## config.mk

```make
export PLATFORM = sky130hd
export DESIGN_NAME = scr_section2_regs
export DESIGN_NICKNAME = d
export VERILOG_FILES = /design/src/shared/scr_pkg.sv /design/src/shared/scr_crc_if.sv /design/src/core/scr_section2_regs.sv /design/src/core/scr_crc_engine.sv
export VERILOG_INCLUDE_DIRS = /design/src /design/src/shared
export SDC_FILE = /design/constraint.sdc
export NUM_CORES = 1
export LEC_CHECK = 0
export BUFFER_PORTS_ARGS = -buffer_cell sky130_fd_sc_hd__buf_2
export CORE_MARGIN = 2
export CORE_UTILIZATION = 50
export DETAILED_ROUTE_END_ITERATION = 6
export GPL_TIMING_DRIVEN = 0
export PLACE_DENSITY = 0.75
export SLEW_MARGIN = 20
export SYNTH_ARGS = -nofsm -noshare
export SYNTH_HDL_FRONTEND = slang
export SYNTH_SLANG_ARGS = --single-unit
```

## constraint.sdc

```tcl
create_clock -name clk -period 2.4 [get_ports clk]
set_input_delay 0.12 -clock clk [delete_from_list [all_inputs] [get_ports clk]]
set_output_delay 0.12 -clock clk [all_outputs]
set_load 0.01 [all_outputs]
```

## src/shared/scr_map.svh

```systemverilog
// register offsets, field masks, reset values and crc constants of the section 2 spare bank
`ifndef SCR_MAP_SVH
`define SCR_MAP_SVH

// register indices; the byte address on apb is four times the index
`define SCR_IDX_SPARE_MIXED_A    8'hA0
`define SCR_IDX_SPARE_FULL_B     8'hA1
`define SCR_IDX_SPARE_UPPER_BYTE 8'hA2
`define SCR_IDX_SPARE_FULL_D     8'hA3
`define SCR_IDX_CRC_REFERENCE    8'hBE
`define SCR_IDX_CRC_STATUS       8'hBF

// writable bits of each register; everything else is reserved
`define SCR_WMASK_SPARE_MIXED_A    16'h0C30
`define SCR_WMASK_SPARE_FULL_B     16'hFFFF
`define SCR_WMASK_SPARE_UPPER_BYTE 16'hFF00
`define SCR_WMASK_SPARE_FULL_D     16'hFFFF
`define SCR_WMASK_CRC_REFERENCE    16'hFFFF

// fixed pattern of reserved bits, returned on every read
`define SCR_FIXED_SPARE_MIXED_A    16'h0200
`define SCR_FIXED_SPARE_UPPER_BYTE 16'h0000

// reset values of the registers
`define SCR_RST_SPARE_MIXED_A    16'h0210
`define SCR_RST_SPARE_FULL_B     16'h0000
`define SCR_RST_SPARE_UPPER_BYTE 16'h0000
`define SCR_RST_SPARE_FULL_D     16'h0000
`define SCR_RST_CRC_REFERENCE    16'h0000

// status register field positions
`define SCR_STAT_MISMATCH_BIT 16
`define SCR_STAT_BUSY_BIT     17
`define SCR_STAT_VALID_BIT    18

// crc engine defaults and image length in bits
`define SCR_CRC_POLY      16'h1021
`define SCR_CRC_INIT      16'hFFFF
`define SCR_CRC_IMAGE_LEN 7'h40

`endif

```

## src/shared/scr_pkg.sv

```systemverilog
// types shared by the section 2 spare bank and its crc engine
package scr_pkg;

	// one 16-bit register word
	typedef logic [15:0] scr_word_t;

	// protected image: four spare registers, first register in the top bits
	typedef logic [63:0] scr_image_t;

	// register selected by the current apb address
	typedef enum logic [2:0]
	{
		SCR_SEL_NONE   = 3'b000,
		SCR_SEL_MIXED  = 3'b001,
		SCR_SEL_FULL_B = 3'b010,
		SCR_SEL_UPPER  = 3'b011,
		SCR_SEL_FULL_D = 3'b100,
		SCR_SEL_REF    = 3'b101,
		SCR_SEL_STATUS = 3'b110
	} scr_sel_t;

	// crc engine states
	typedef enum logic [1:0]
	{
		SCR_ENG_IDLE  = 2'b00,
		SCR_ENG_SHIFT = 2'b01,
		SCR_ENG_DONE  = 2'b10
	} scr_eng_state_t;

endpackage

```

## src/shared/scr_crc_if.sv

```systemverilog
// link between the register bank and its serial crc engine
`timescale 1ns/1ps
`default_nettype none

interface scr_crc_if;
	import scr_pkg::*;

	logic       start;   // one-cycle request to recompute
	scr_image_t image;   // protected content, sampled with start
	logic       busy;    // engine is shifting
	logic       valid;   // one-cycle pulse, result is fresh
	scr_word_t  result;  // last computed crc

	modport ctl
	(
		output start,
		output image,
		input  busy,
		input  valid,
		input  result
	);

	modport eng
	(
		input  start,
		input  image,
		output busy,
		output valid,
		output result
	);
endinterface

`default_nettype wire

```

## src/core/scr_section2_regs.sv

```systemverilog
// section 2 spare registers and crc reference, apb slave with crc self check
//
// Behaviour
// - spare fields read back, affect nothing but the section 2 crc
// - spares feed the section 2 crc
// - two full spare words, one spare upper byte
// - 16-bit crc reference, reset to zero
`timescale 1ns/1ps
`default_nettype none
`include "scr_map.svh"

module scr_section2_regs
	import scr_pkg::*;
#(
	parameter int          AW   = 12,
	parameter logic [15:0] POLY = `SCR_CRC_POLY,
	parameter logic [15:0] INIT = `SCR_CRC_INIT
)
(
	input  wire logic          clk,
	input  wire logic          rst_b,
	input  wire logic          psel,
	input  wire logic          penable,
	input  wire logic          pwrite,
	input  wire logic [AW-1:0] paddr,
	input  wire logic [31:0]   pwdata,
	input  wire logic [3:0]    pstrb,
	output logic      [31:0]   prdata,
	output logic               pready,
	output logic               pslverr,
	output logic      [15:0]   crc_reference_value,
	output logic      [15:0]   crc_computed_value,
	output logic               crc_mismatch
);

	// stored register contents, only writable bits are ever set
	scr_word_t mixed_a_q;   // spare bits 11:10 and 5:4
	scr_word_t full_b_q;    // all 16 bits spare
	scr_word_t upper_q;     // spare upper byte
	scr_word_t full_d_q;    // all 16 bits spare
	scr_word_t ref_q;       // section 2 crc reference value

	// crc bookkeeping
	logic      start_q;     // recompute request to the engine
	logic      init_q;      // first check after reset still pending
	logic      have_crc_q;  // a computed crc exists
	scr_word_t calc_q;      // last computed crc
	logic      mism_q;      // computed differs from reference

	// bus answer registers
	logic        ready_q;   // access phase answered
	logic        err_q;     // unmapped address
	logic [31:0] rdata_q;   // read data held for the answer

	scr_crc_if crc_link ();

	// merge a write into a register: byte lanes first, then writable mask
	function automatic scr_word_t wr_merge
	(
		input scr_word_t   old_v,
		input logic [31:0] wdata,
		input logic [3:0]  strb,
		input scr_word_t   wmask
	);
		scr_word_t lane;
		lane = {{8{strb[1]}}, {8{strb[0]}}} & wmask;
		wr_merge = (old_v & ~lane) | (wdata[15:0] & lane);
	endfunction

	// byte address of a register index
	function automatic logic [AW-1:0] byte_addr
	(
		input logic [7:0] idx
	);
		byte_addr = AW'({idx, 2'b00});
	endfunction

	// address decode
	scr_sel_t sel;
	logic     hit_mixed;
	logic     hit_full_b;
	logic     hit_upper;
	logic     hit_full_d;
	logic     hit_ref;
	logic     hit_status;

	assign hit_mixed  = (paddr == byte_addr(`SCR_IDX_SPARE_MIXED_A));
	assign hit_full_b = (paddr == byte_addr(`SCR_IDX_SPARE_FULL_B));
	assign hit_upper  = (paddr == byte_addr(`SCR_IDX_SPARE_UPPER_BYTE));
	assign hit_full_d = (paddr == byte_addr(`SCR_IDX_SPARE_FULL_D));
	assign hit_ref    = (paddr == byte_addr(`SCR_IDX_CRC_REFERENCE));
	assign hit_status = (paddr == byte_addr(`SCR_IDX_CRC_STATUS));

	assign sel = hit_mixed  ? SCR_SEL_MIXED  :
	             hit_full_b ? SCR_SEL_FULL_B :
	             hit_upper  ? SCR_SEL_UPPER  :
	             hit_full_d ? SCR_SEL_FULL_D :
	             hit_ref    ? SCR_SEL_REF    :
	             hit_status ? SCR_SEL_STATUS : SCR_SEL_NONE;

	// the access phase waits one cycle, then answers; the write commits on that edge
	logic access;       // access phase, not yet answered
	logic commit;       // edge at which the master samples pready high
	logic wr_commit;    // write takes effect
	logic spare_wr;     // write to a protected spare register

	assign access    = psel & penable & ~ready_q;
	assign commit    = psel & penable & ready_q;
	assign wr_commit = commit & pwrite & ~err_q;
	assign spare_wr  = wr_commit & ((sel == SCR_SEL_MIXED) | (sel == SCR_SEL_FULL_B) |
	                   (sel == SCR_SEL_UPPER) | (sel == SCR_SEL_FULL_D));

	// read views: reserved bits show their fixed pattern
	scr_word_t view_mixed;
	scr_word_t view_upper;
	logic [31:0] status_word;
	logic [31:0] rd_mux;

	assign view_mixed = (mixed_a_q & `SCR_WMASK_SPARE_MIXED_A) |
	                    `SCR_FIXED_SPARE_MIXED_A;
	assign view_upper = (upper_q & `SCR_WMASK_SPARE_UPPER_BYTE) |
	                    `SCR_FIXED_SPARE_UPPER_BYTE;

	assign status_word = {13'h0000, have_crc_q, crc_link.busy, mism_q, calc_q};

	// read multiplexer, unmapped reads return zero
	always_comb
	begin
		case (sel)
			SCR_SEL_MIXED:  rd_mux = {16'h0000, view_mixed};
			SCR_SEL_FULL_B: rd_mux = {16'h0000, full_b_q};
			SCR_SEL_UPPER:  rd_mux = {16'h0000, view_upper};
			SCR_SEL_FULL_D: rd_mux = {16'h0000, full_d_q};
			SCR_SEL_REF:    rd_mux = {16'h0000, ref_q};
			SCR_SEL_STATUS: rd_mux = status_word;
			default:        rd_mux = 32'h0000_0000;
		endcase
	end

	// apb answer: one wait state, error flag for unmapped addresses
	always_ff @(posedge clk)
	begin
		if (!rst_b)
		begin
			ready_q <= 1'b0;
			err_q   <= 1'b0;
			rdata_q <= 32'h0000_0000;
		end
		else
		begin
			ready_q <= access;
			err_q   <= access & (sel == SCR_SEL_NONE);
			if (access && !pwrite)
				rdata_q <= rd_mux;
		end
	end

	// spare registers: stored value only, read by the bus and by the crc image
	always_ff @(posedge clk)
	begin
		if (!rst_b)
		begin
			mixed_a_q <= `SCR_RST_SPARE_MIXED_A & `SCR_WMASK_SPARE_MIXED_A;
			full_b_q  <= `SCR_RST_SPARE_FULL_B;
			upper_q   <= `SCR_RST_SPARE_UPPER_BYTE;
			full_d_q  <= `SCR_RST_SPARE_FULL_D;
		end
		else if (wr_commit)
		begin
			// masked merge drops any write to reserved bits
			if (sel == SCR_SEL_MIXED)
				mixed_a_q <= wr_merge(mixed_a_q, pwdata, pstrb,
				                      `SCR_WMASK_SPARE_MIXED_A);
			if (sel == SCR_SEL_FULL_B)
				full_b_q <= wr_merge(full_b_q, pwdata, pstrb,
				                     `SCR_WMASK_SPARE_FULL_B);
			if (sel == SCR_SEL_UPPER)
				upper_q <= wr_merge(upper_q, pwdata, pstrb,
				                    `SCR_WMASK_SPARE_UPPER_BYTE);
			if (sel == SCR_SEL_FULL_D)
				full_d_q <= wr_merge(full_d_q, pwdata, pstrb,
				                     `SCR_WMASK_SPARE_FULL_D);
		end
	end

	// crc reference, steers the mismatch compare
	always_ff @(posedge clk)
	begin
		if (!rst_b)
			ref_q <= `SCR_RST_CRC_REFERENCE;
		else if (wr_commit && sel == SCR_SEL_REF)
			ref_q <= wr_merge(ref_q, pwdata, pstrb, `SCR_WMASK_CRC_REFERENCE);
	end

	// the image is the read view of the spares, so reserved patterns are covered too
	assign crc_link.image = {view_mixed, full_b_q, view_upper, full_d_q};
	assign crc_link.start = start_q;

	// recompute after reset and after every spare write; the engine restarts
	// on a new request, so the stored result always matches the latest content
	always_ff @(posedge clk)
	begin
		if (!rst_b)
		begin
			init_q  <= 1'b1;
			start_q <= 1'b0;
		end
		else
		begin
			init_q  <= 1'b0;
			start_q <= init_q | spare_wr;
		end
	end

	// capture the engine result and compare with the reference
	always_ff @(posedge clk)
	begin
		if (!rst_b)
		begin
			have_crc_q <= 1'b0;
			calc_q     <= 16'h0000;
			mism_q     <= 1'b0;
		end
		else
		begin
			if (crc_link.valid)
			begin
				calc_q     <= crc_link.result;
				have_crc_q <= 1'b1;
			end
			else if (start_q)
				have_crc_q <= 1'b0;
			// mismatch only reported once a result exists
			mism_q <= have_crc_q & (calc_q != ref_q);
		end
	end

	// serial crc engine
	scr_crc_engine #(
		.POLY (POLY),
		.INIT (INIT)
	) u_engine (
		.clk   (clk),
		.rst_b (rst_b),
		.crc   (crc_link)
	);

	// outputs straight from flops
	assign prdata              = rdata_q;
	assign pready              = ready_q;
	assign pslverr             = err_q;
	assign crc_reference_value = ref_q;
	assign crc_computed_value  = calc_q;
	assign crc_mismatch        = mism_q;

endmodule

`default_nettype wire

```

## src/core/scr_crc_engine.sv

```systemverilog
// serial crc over the protected spare image, one bit per clock
`timescale 1ns/1ps
`default_nettype none
`include "scr_map.svh"

module scr_crc_engine
	import scr_pkg::*;
#(
	parameter logic [15:0] POLY = `SCR_CRC_POLY,
	parameter logic [15:0] INIT = `SCR_CRC_INIT
)
(
	input  wire logic clk,
	input  wire logic rst_b,
	scr_crc_if.eng    crc
);

	scr_eng_state_t state_q;   // engine state
	scr_eng_state_t state_d;
	scr_image_t     img_q;     // snapshot, shifted msb first
	logic [6:0]     cnt_q;     // bits already taken
	scr_word_t      crc_q;     // running remainder
	scr_word_t      crc_d;
	logic           fb;        // feedback bit
	logic           last_bit;  // final bit of the image

	assign fb       = crc_q[15] ^ img_q[63];
	assign crc_d    = {crc_q[14:0], 1'b0} ^ (fb ? POLY : 16'h0000);
	assign last_bit = (cnt_q == (`SCR_CRC_IMAGE_LEN - 7'h01));

	// next state; a new start always restarts, so a late write is never missed
	always_comb
	begin
		state_d = state_q;
		case (state_q)
			SCR_ENG_IDLE:  state_d = crc.start ? SCR_ENG_SHIFT : SCR_ENG_IDLE;
			SCR_ENG_SHIFT: state_d = crc.start ? SCR_ENG_SHIFT :
				(last_bit ? SCR_ENG_DONE : SCR_ENG_SHIFT);
			SCR_ENG_DONE:  state_d = crc.start ? SCR_ENG_SHIFT : SCR_ENG_IDLE;
			default:       state_d = SCR_ENG_IDLE;
		endcase
	end

	// state, counter and shift register
	always_ff @(posedge clk)
	begin
		if (!rst_b)
		begin
			state_q <= SCR_ENG_IDLE;
			img_q   <= 64'h0000_0000_0000_0000;
			cnt_q   <= 7'h00;
			crc_q   <= INIT;
		end
		else
		begin
			state_q <= state_d;
			if (crc.start)
			begin
				img_q <= crc.image;
				cnt_q <= 7'h00;
				crc_q <= INIT;
			end
			else if (state_q == SCR_ENG_SHIFT)
			begin
				img_q <= {img_q[62:0], 1'b0};
				cnt_q <= cnt_q + 7'h01;
				crc_q <= crc_d;
			end
		end
	end

	// result and flags, all registered
	always_ff @(posedge clk)
	begin
		if (!rst_b)
		begin
			crc.result <= 16'h0000;
			crc.valid  <= 1'b0;
			crc.busy   <= 1'b0;
		end
		else
		begin
			crc.valid <= (state_d == SCR_ENG_DONE);
			crc.busy  <= (state_d == SCR_ENG_SHIFT);
			if (state_q == SCR_ENG_SHIFT && last_bit && !crc.start)
				crc.result <= crc_d;
		end
	end

endmodule

`default_nettype wire

```

Yosys cells after proc, flatten, opt, wreduce, memory -nomap -nowiden
Index checks and enable logic that the tools add are counted.
{"block": "word_totals", "regBits": 241}
{"block": "classes", "bitwise": 33, "n_reduce_logical": 16, "n_eq_ne": 18, "addsub": 1, "muxes": 17}
{"op": "$mux 60", "n": 2}
{"op": "$pmux 19 s6", "n": 1}
{"op": "$and 16x16->16", "n": 7}
{"op": "$or 16x16->16", "n": 5}
{"op": "$eq 12x10->1 const B", "n": 6}
{"op": "$not 16->16", "n": 2}
{"op": "$mux 3", "n": 6}
{"op": "$and 16x12->16", "n": 1}
{"op": "$ne 16x16->1", "n": 1}
{"op": "$not 12->16", "n": 1}
{"op": "$xor 16x16->16", "n": 1}
{"op": "$mux 13", "n": 1}
{"op": "$eq 3x3->1 const B", "n": 3}
{"op": "$and 1x1->1", "n": 8}
{"op": "$reduce_and 2->1", "n": 4}
{"op": "$add 7x1->7 const B", "n": 1}
{"op": "$eq 7x6->1 const B", "n": 1}
{"op": "$eq 3x2->1 const B", "n": 2}
{"op": "$eq 2x1->1 const B", "n": 2}
{"op": "$eq 2x2->1 const B", "n": 2}
{"op": "$logic_and 1x1->1", "n": 4}
{"op": "$mux 1", "n": 4}
{"op": "$mux 2", "n": 2}
{"op": "$or 1x1->1", "n": 4}
{"op": "other kinds (9)", "n": 14}

Longest topological paths before layout
{"block": "depth", "ltp_word": 13, "ltp_mapped": 8}

Hierarchy
A second synthesis with hierarchy kept.
{"block": "hier_totals", "hier_cells": 1073, "area_unflattened_um2": 9197.6}
{"module": "scr_section2_regs", "instances": 1, "seq_area_each_um2": 2021.9, "area_each_um2": 4703.3, "cells_per_inst": 524}
{"module": "scr_crc_engine", "instances": 1, "seq_area_each_um2": 2142.1, "area_each_um2": 4494.3, "cells_per_inst": 549}

Worst setup path after synthesis
Ideal clock, no wire load.
{"block": "synth_path", "path_type": "reg2reg", "startpoint": "register u_engine.cnt_q[0]", "endpoint": "register u_engine.crc.result[10]", "period_less_slack_ns": 1.926, "setup_time_ns": 0.128, "stages_incl_launch_ff": 9, "t_arrival_ns": 1.799, "setup_slack_ns": 0.474, "path_cell_list": "dfxtp_1 -> ha_1 -> nand3_1 -> or3_1 -> nor3_1 -> buf_4 -> buf_4 -> mux2i_1 -> nor2_1"}
{"block": "synth_between", "elab_chain_len": 3}
{"element": "start: declaration", "line": "scr_crc_engine.sv:21", "source": "logic [6:0] cnt_q;"}
{"element": "start signal: assignment", "line": "scr_crc_engine.sv:66", "source": "cnt_q <= cnt_q + 7'h01;"}
{"element": "$eq 7x6->1", "line": "scr_crc_engine.sv:29", "source": "assign last_bit = (cnt_q == (`SCR_CRC_IMAGE_LEN - 7'h01));"}
{"element": "$logic_and 1x1->1 (2 in series)", "line": "scr_crc_engine.sv:85", "source": "if (state_q == SCR_ENG_SHIFT && last_bit && !crc.start)"}
{"element": "end signal: assignment", "line": "scr_crc_engine.sv:86", "source": "crc.result <= crc_d;"}
{"element": "end: declaration", "line": "scr_crc_if.sv:29", "source": "output result"}
No other way between the ends.
A chain may end at the register's enable or synchronous reset.

Final worst setup path
{"block": "layout_path", "startpoint": "register u_engine.cnt_q[0]", "endpoint": "register u_engine.crc.result[12]"}
Same word-level chain as after synthesis.

==> metrics.txt <==
Synth Area in Compound Gates=13.4%; Data arrival, critical path=2600 ps; CTS root buffer=clkbuf_16; initial drt markers=640; vias in the first global route=7290; max cap viols=0; Reg clk slew, reported paths=70 ps; post-CTS setup buffers=0; All-Layer GR Usage=27.9%; synth unique cells=52; worst slew pin tran=846 ps; total wire length=26200 um; largest family of logic cells by synthesized area=simple AND/OR/NAND/NOR gates; Tcrit/Tclk final=92.7%; post-synthesis average cell area=8.51 um2; maximum vdd drop=582 uV; I/O pin cnt=120; maximum root-to-sink buffer count=3; # rows=48; sequential element share of the synthesized area=47.8%; Slowest Stage Delay on Critical Path=430 ps; DR WL/cell=18.6 um; slew margin rel.=43.6%; Mapped Area=8710 um2; Synth Area in Adders=0.144%; XOR/XNOR Fraction of Synth Area=2.41%; number of H-tree levels=1; number of diodes=0; crit-path cells=ha_1, nand3_1, or3_1, nor3_1, buf_4, buf_4, mux2i_1, nor2_1; setup TNS=0 ps; area post-placement=9460 um2; DRT antenna net count=0; initial core utilization=50.7%; WP buf/inv=2; Async S/R FF share, synth=0%; WS Path Type=reg -> reg; final layout net count=1219; crit end category=flip-flop; Hold Vio Cnt, Final=0; CTS Sinks=208; CP max FO=10; fillcell total=1533; worst min path class=in -> reg; multiplexer area fraction after synthesis=10.5%; share of layout cells above drive strength 1=13.8%; number of synthesized flops with an enable pin=0; skew final=9.56 ps; startpoint types=flip-flop; number of synthesized register bits=208; Ys Warns=0; hold_ws=18.0 ps; CP Depth=8; Crit path max-delay family=simple AND/OR/NAND/NOR gates; RSZ-0062 raised after global routing=no; Req. time, crit path=2780 ps; total CTS buffers=23; Residual DRC=0; PortBufs=86; synthesized instance count=1023; worst-skew pair later-pin latency=510 ps; DR pass1 iterations=5; ys flop type=dfxtp_1; LEAKAGE=0.00401 uW; first-pass GRT wire length=40000 um; slowest cell on the critical path=or3_1; min Tclk post-route=2230 ps; Layout area overhead=19.6%; height of the die=136 um; Core Region=17200 um2; # setup viols final=0; fin area=10400 um2; run status=finished, final reports clean; most frequent CP cell=buf_4; post-synthesis simple-gate area fraction=21.3%; reg2reg path depth=8; DP Wirelength=19100 um; Power per Cell Area=713 nW/um2; Via density=5.67; TritonCTS clock tree=yes; largest net degree at the start of global routing=14; fmax=0.449 GHz; hold path cells=4; Placer Congestion=0.937; Die W=136 um; initial antenna violation count=0; GRT Residual Overflow=0; fin. max-slew vios=0; Die Area=18500 um2; via count=7978
-- layer usage --
metal / GRT usage, % / vias to the layer above / wire (um)
li1: - / 3763 / -
met1: 36.7 / 3820 / 11000
met2: 46.1 / 323 / 12000
met3: 5.33 / 72 / 2130
met4: 9.72 / 0 / 1070
met5: 0 / - / 0
-- path summary, 6_finish.rpt --
kind                                   startpoint                       to  slack, ps
worst min register to register         prdata[10]               prdata[10]        440
worst max-delay path            u_engine.cnt_q[0]  u_engine.crc.result[12]        170
worst max register to register  u_engine.cnt_q[0]  u_engine.crc.result[12]        170
worst min-delay path                     paddr[1]               prdata[15]         20
-- cells by family after synthesis --
group                    Yosys count
AND/OR/NAND/NOR                  418
flip-flops                       208
buffers and inverters             84
multiplexers                      91
other                              1
adder cells (fa/ha/maj)            1
XOR/XNOR                          24
AO/OA/AOI/OAI                    196
-- tightest hold or removal path: cells and delay by family --
family | cells | cell delay, ps
compound gates | 1 | 60
buf+inv | 1 | 100
simple gates | 2 | 200
-- cell usage after synthesis (all sizes together), types with 2 or more instances --
| cell | n | area, um2 |
|---|---|---|
| a22oi | 22 | 165 |
| nor3 | 7 | 57.6 |
| nor2 | 149 | 567 |
| nand3 | 32 | 170 |
| clkbuf | 55 | 208 |
| and3 | 6 | 38.8 |
| nor4 | 8 | 50.1 |
| or3 | 3 | 18.8 |
| and4b | 2 | 20.0 |
| a32o | 3 | 30.0 |
| a31oi | 3 | 18.8 |
| o22ai | 3 | 18.8 |
| a211oi | 3 | 22.5 |
| clkinv | 2 | 7.51 |
| nor2b | 4 | 25.0 |
| buf | 26 | 170 |
| nor4b | 2 | 47.6 |
| o21ai | 22 | 110 |
| nand2 | 180 | 676 |
| a311oi | 3 | 26.3 |
| xor2 | 19 | 166 |
| nand4 | 8 | 50.1 |
| and2 | 9 | 56.3 |
| a22o | 9 | 78.8 |
| dfxtp | 208 | 4160 |
| or4b | 2 | 23.8 |
| a221oi | 6 | 52.6 |
| mux2i | 91 | 911 |
| a21oi | 118 | 591 |
| xnor2 | 5 | 43.8 |
-- cell type report --
| type | count | area (um2) | area share (%) |
|---|---|---|---|
| clock buffers | 32 | 669 | 6.43 |
| inverters | 3 | 11.3 | 0.108 |
| repair buffers | 105 | 621 | 5.96 |
| well taps | 225 | 282 | 2.70 |
| clock inverters | 10 | 90.1 | 0.865 |
| plain buffers | 81 | 380 | 3.65 |
| flip-flops and latches | 208 | 4160 | 40.0 |
| multi-input cells | 743 | 4200 | 40.3 |
-- metrics by stage --
| stage | std cells | worst slack (ps) | util (%) | total power (uW) |
|---|---|---|---|---|
| after floorplan | 1035 | 474 | - | 3800 |
| after detailed placement | 1346 | 53.8 | 55.1 | 3960 |
| final | 1407 | 175 | 60.6 | 7420 |
| after global placement | 1346 | 91.0 | 55.1 | 3960 |
| after CTS | 1407 | 12.7 | 60.6 | 7430 |
| after global routing | 1407 | 24.9 | 60.6 | 7630 |
-- timing repair --
action,in CTS,in global routing
hold endpoints to repair,55,0
gates resized for setup,0,4
hold buffers,19,0
endpoints found under the setup margin,0,11
-- layout by cell type, fill, tap and decap left out, drive strengths merged, types with 2 or more instances in the layout --
cell,synthesis,routed
o22ai,3,3
a211oi,3,3
conb,1,13
clkbuf,55,87
nor4b,2,2
buf,26,112
or4b,2,2
and4b,2,2
dlygate4sd3,0,19
nor3,7,7
nand4,8,8
xor2,19,19
nand2,180,180
mux2i,91,91
a22oi,22,22
and3,6,6
xnor2,5,5
a221oi,6,6
nand3,32,32
a32o,3,3
a22o,9,9
o21ai,22,22
a311oi,3,3
nor4,8,8
clkinv,2,7
nor2,149,149
and2,9,9
clkinvlp,0,3
nor2b,4,4
a31oi,3,3
inv,1,2
dfxtp,208,208
a21oi,118,118
or3,3,3
-- power by group --
group          switching [uW]  total [uW]  leakage, uW  internal (uW)
Clock                    1440        3500     0.000369           2060
Sequential               20.0        3500      0.00168           3480
Combinational             301         420      0.00196            119
No activity file was read; power rests on OpenSTA's default activity.
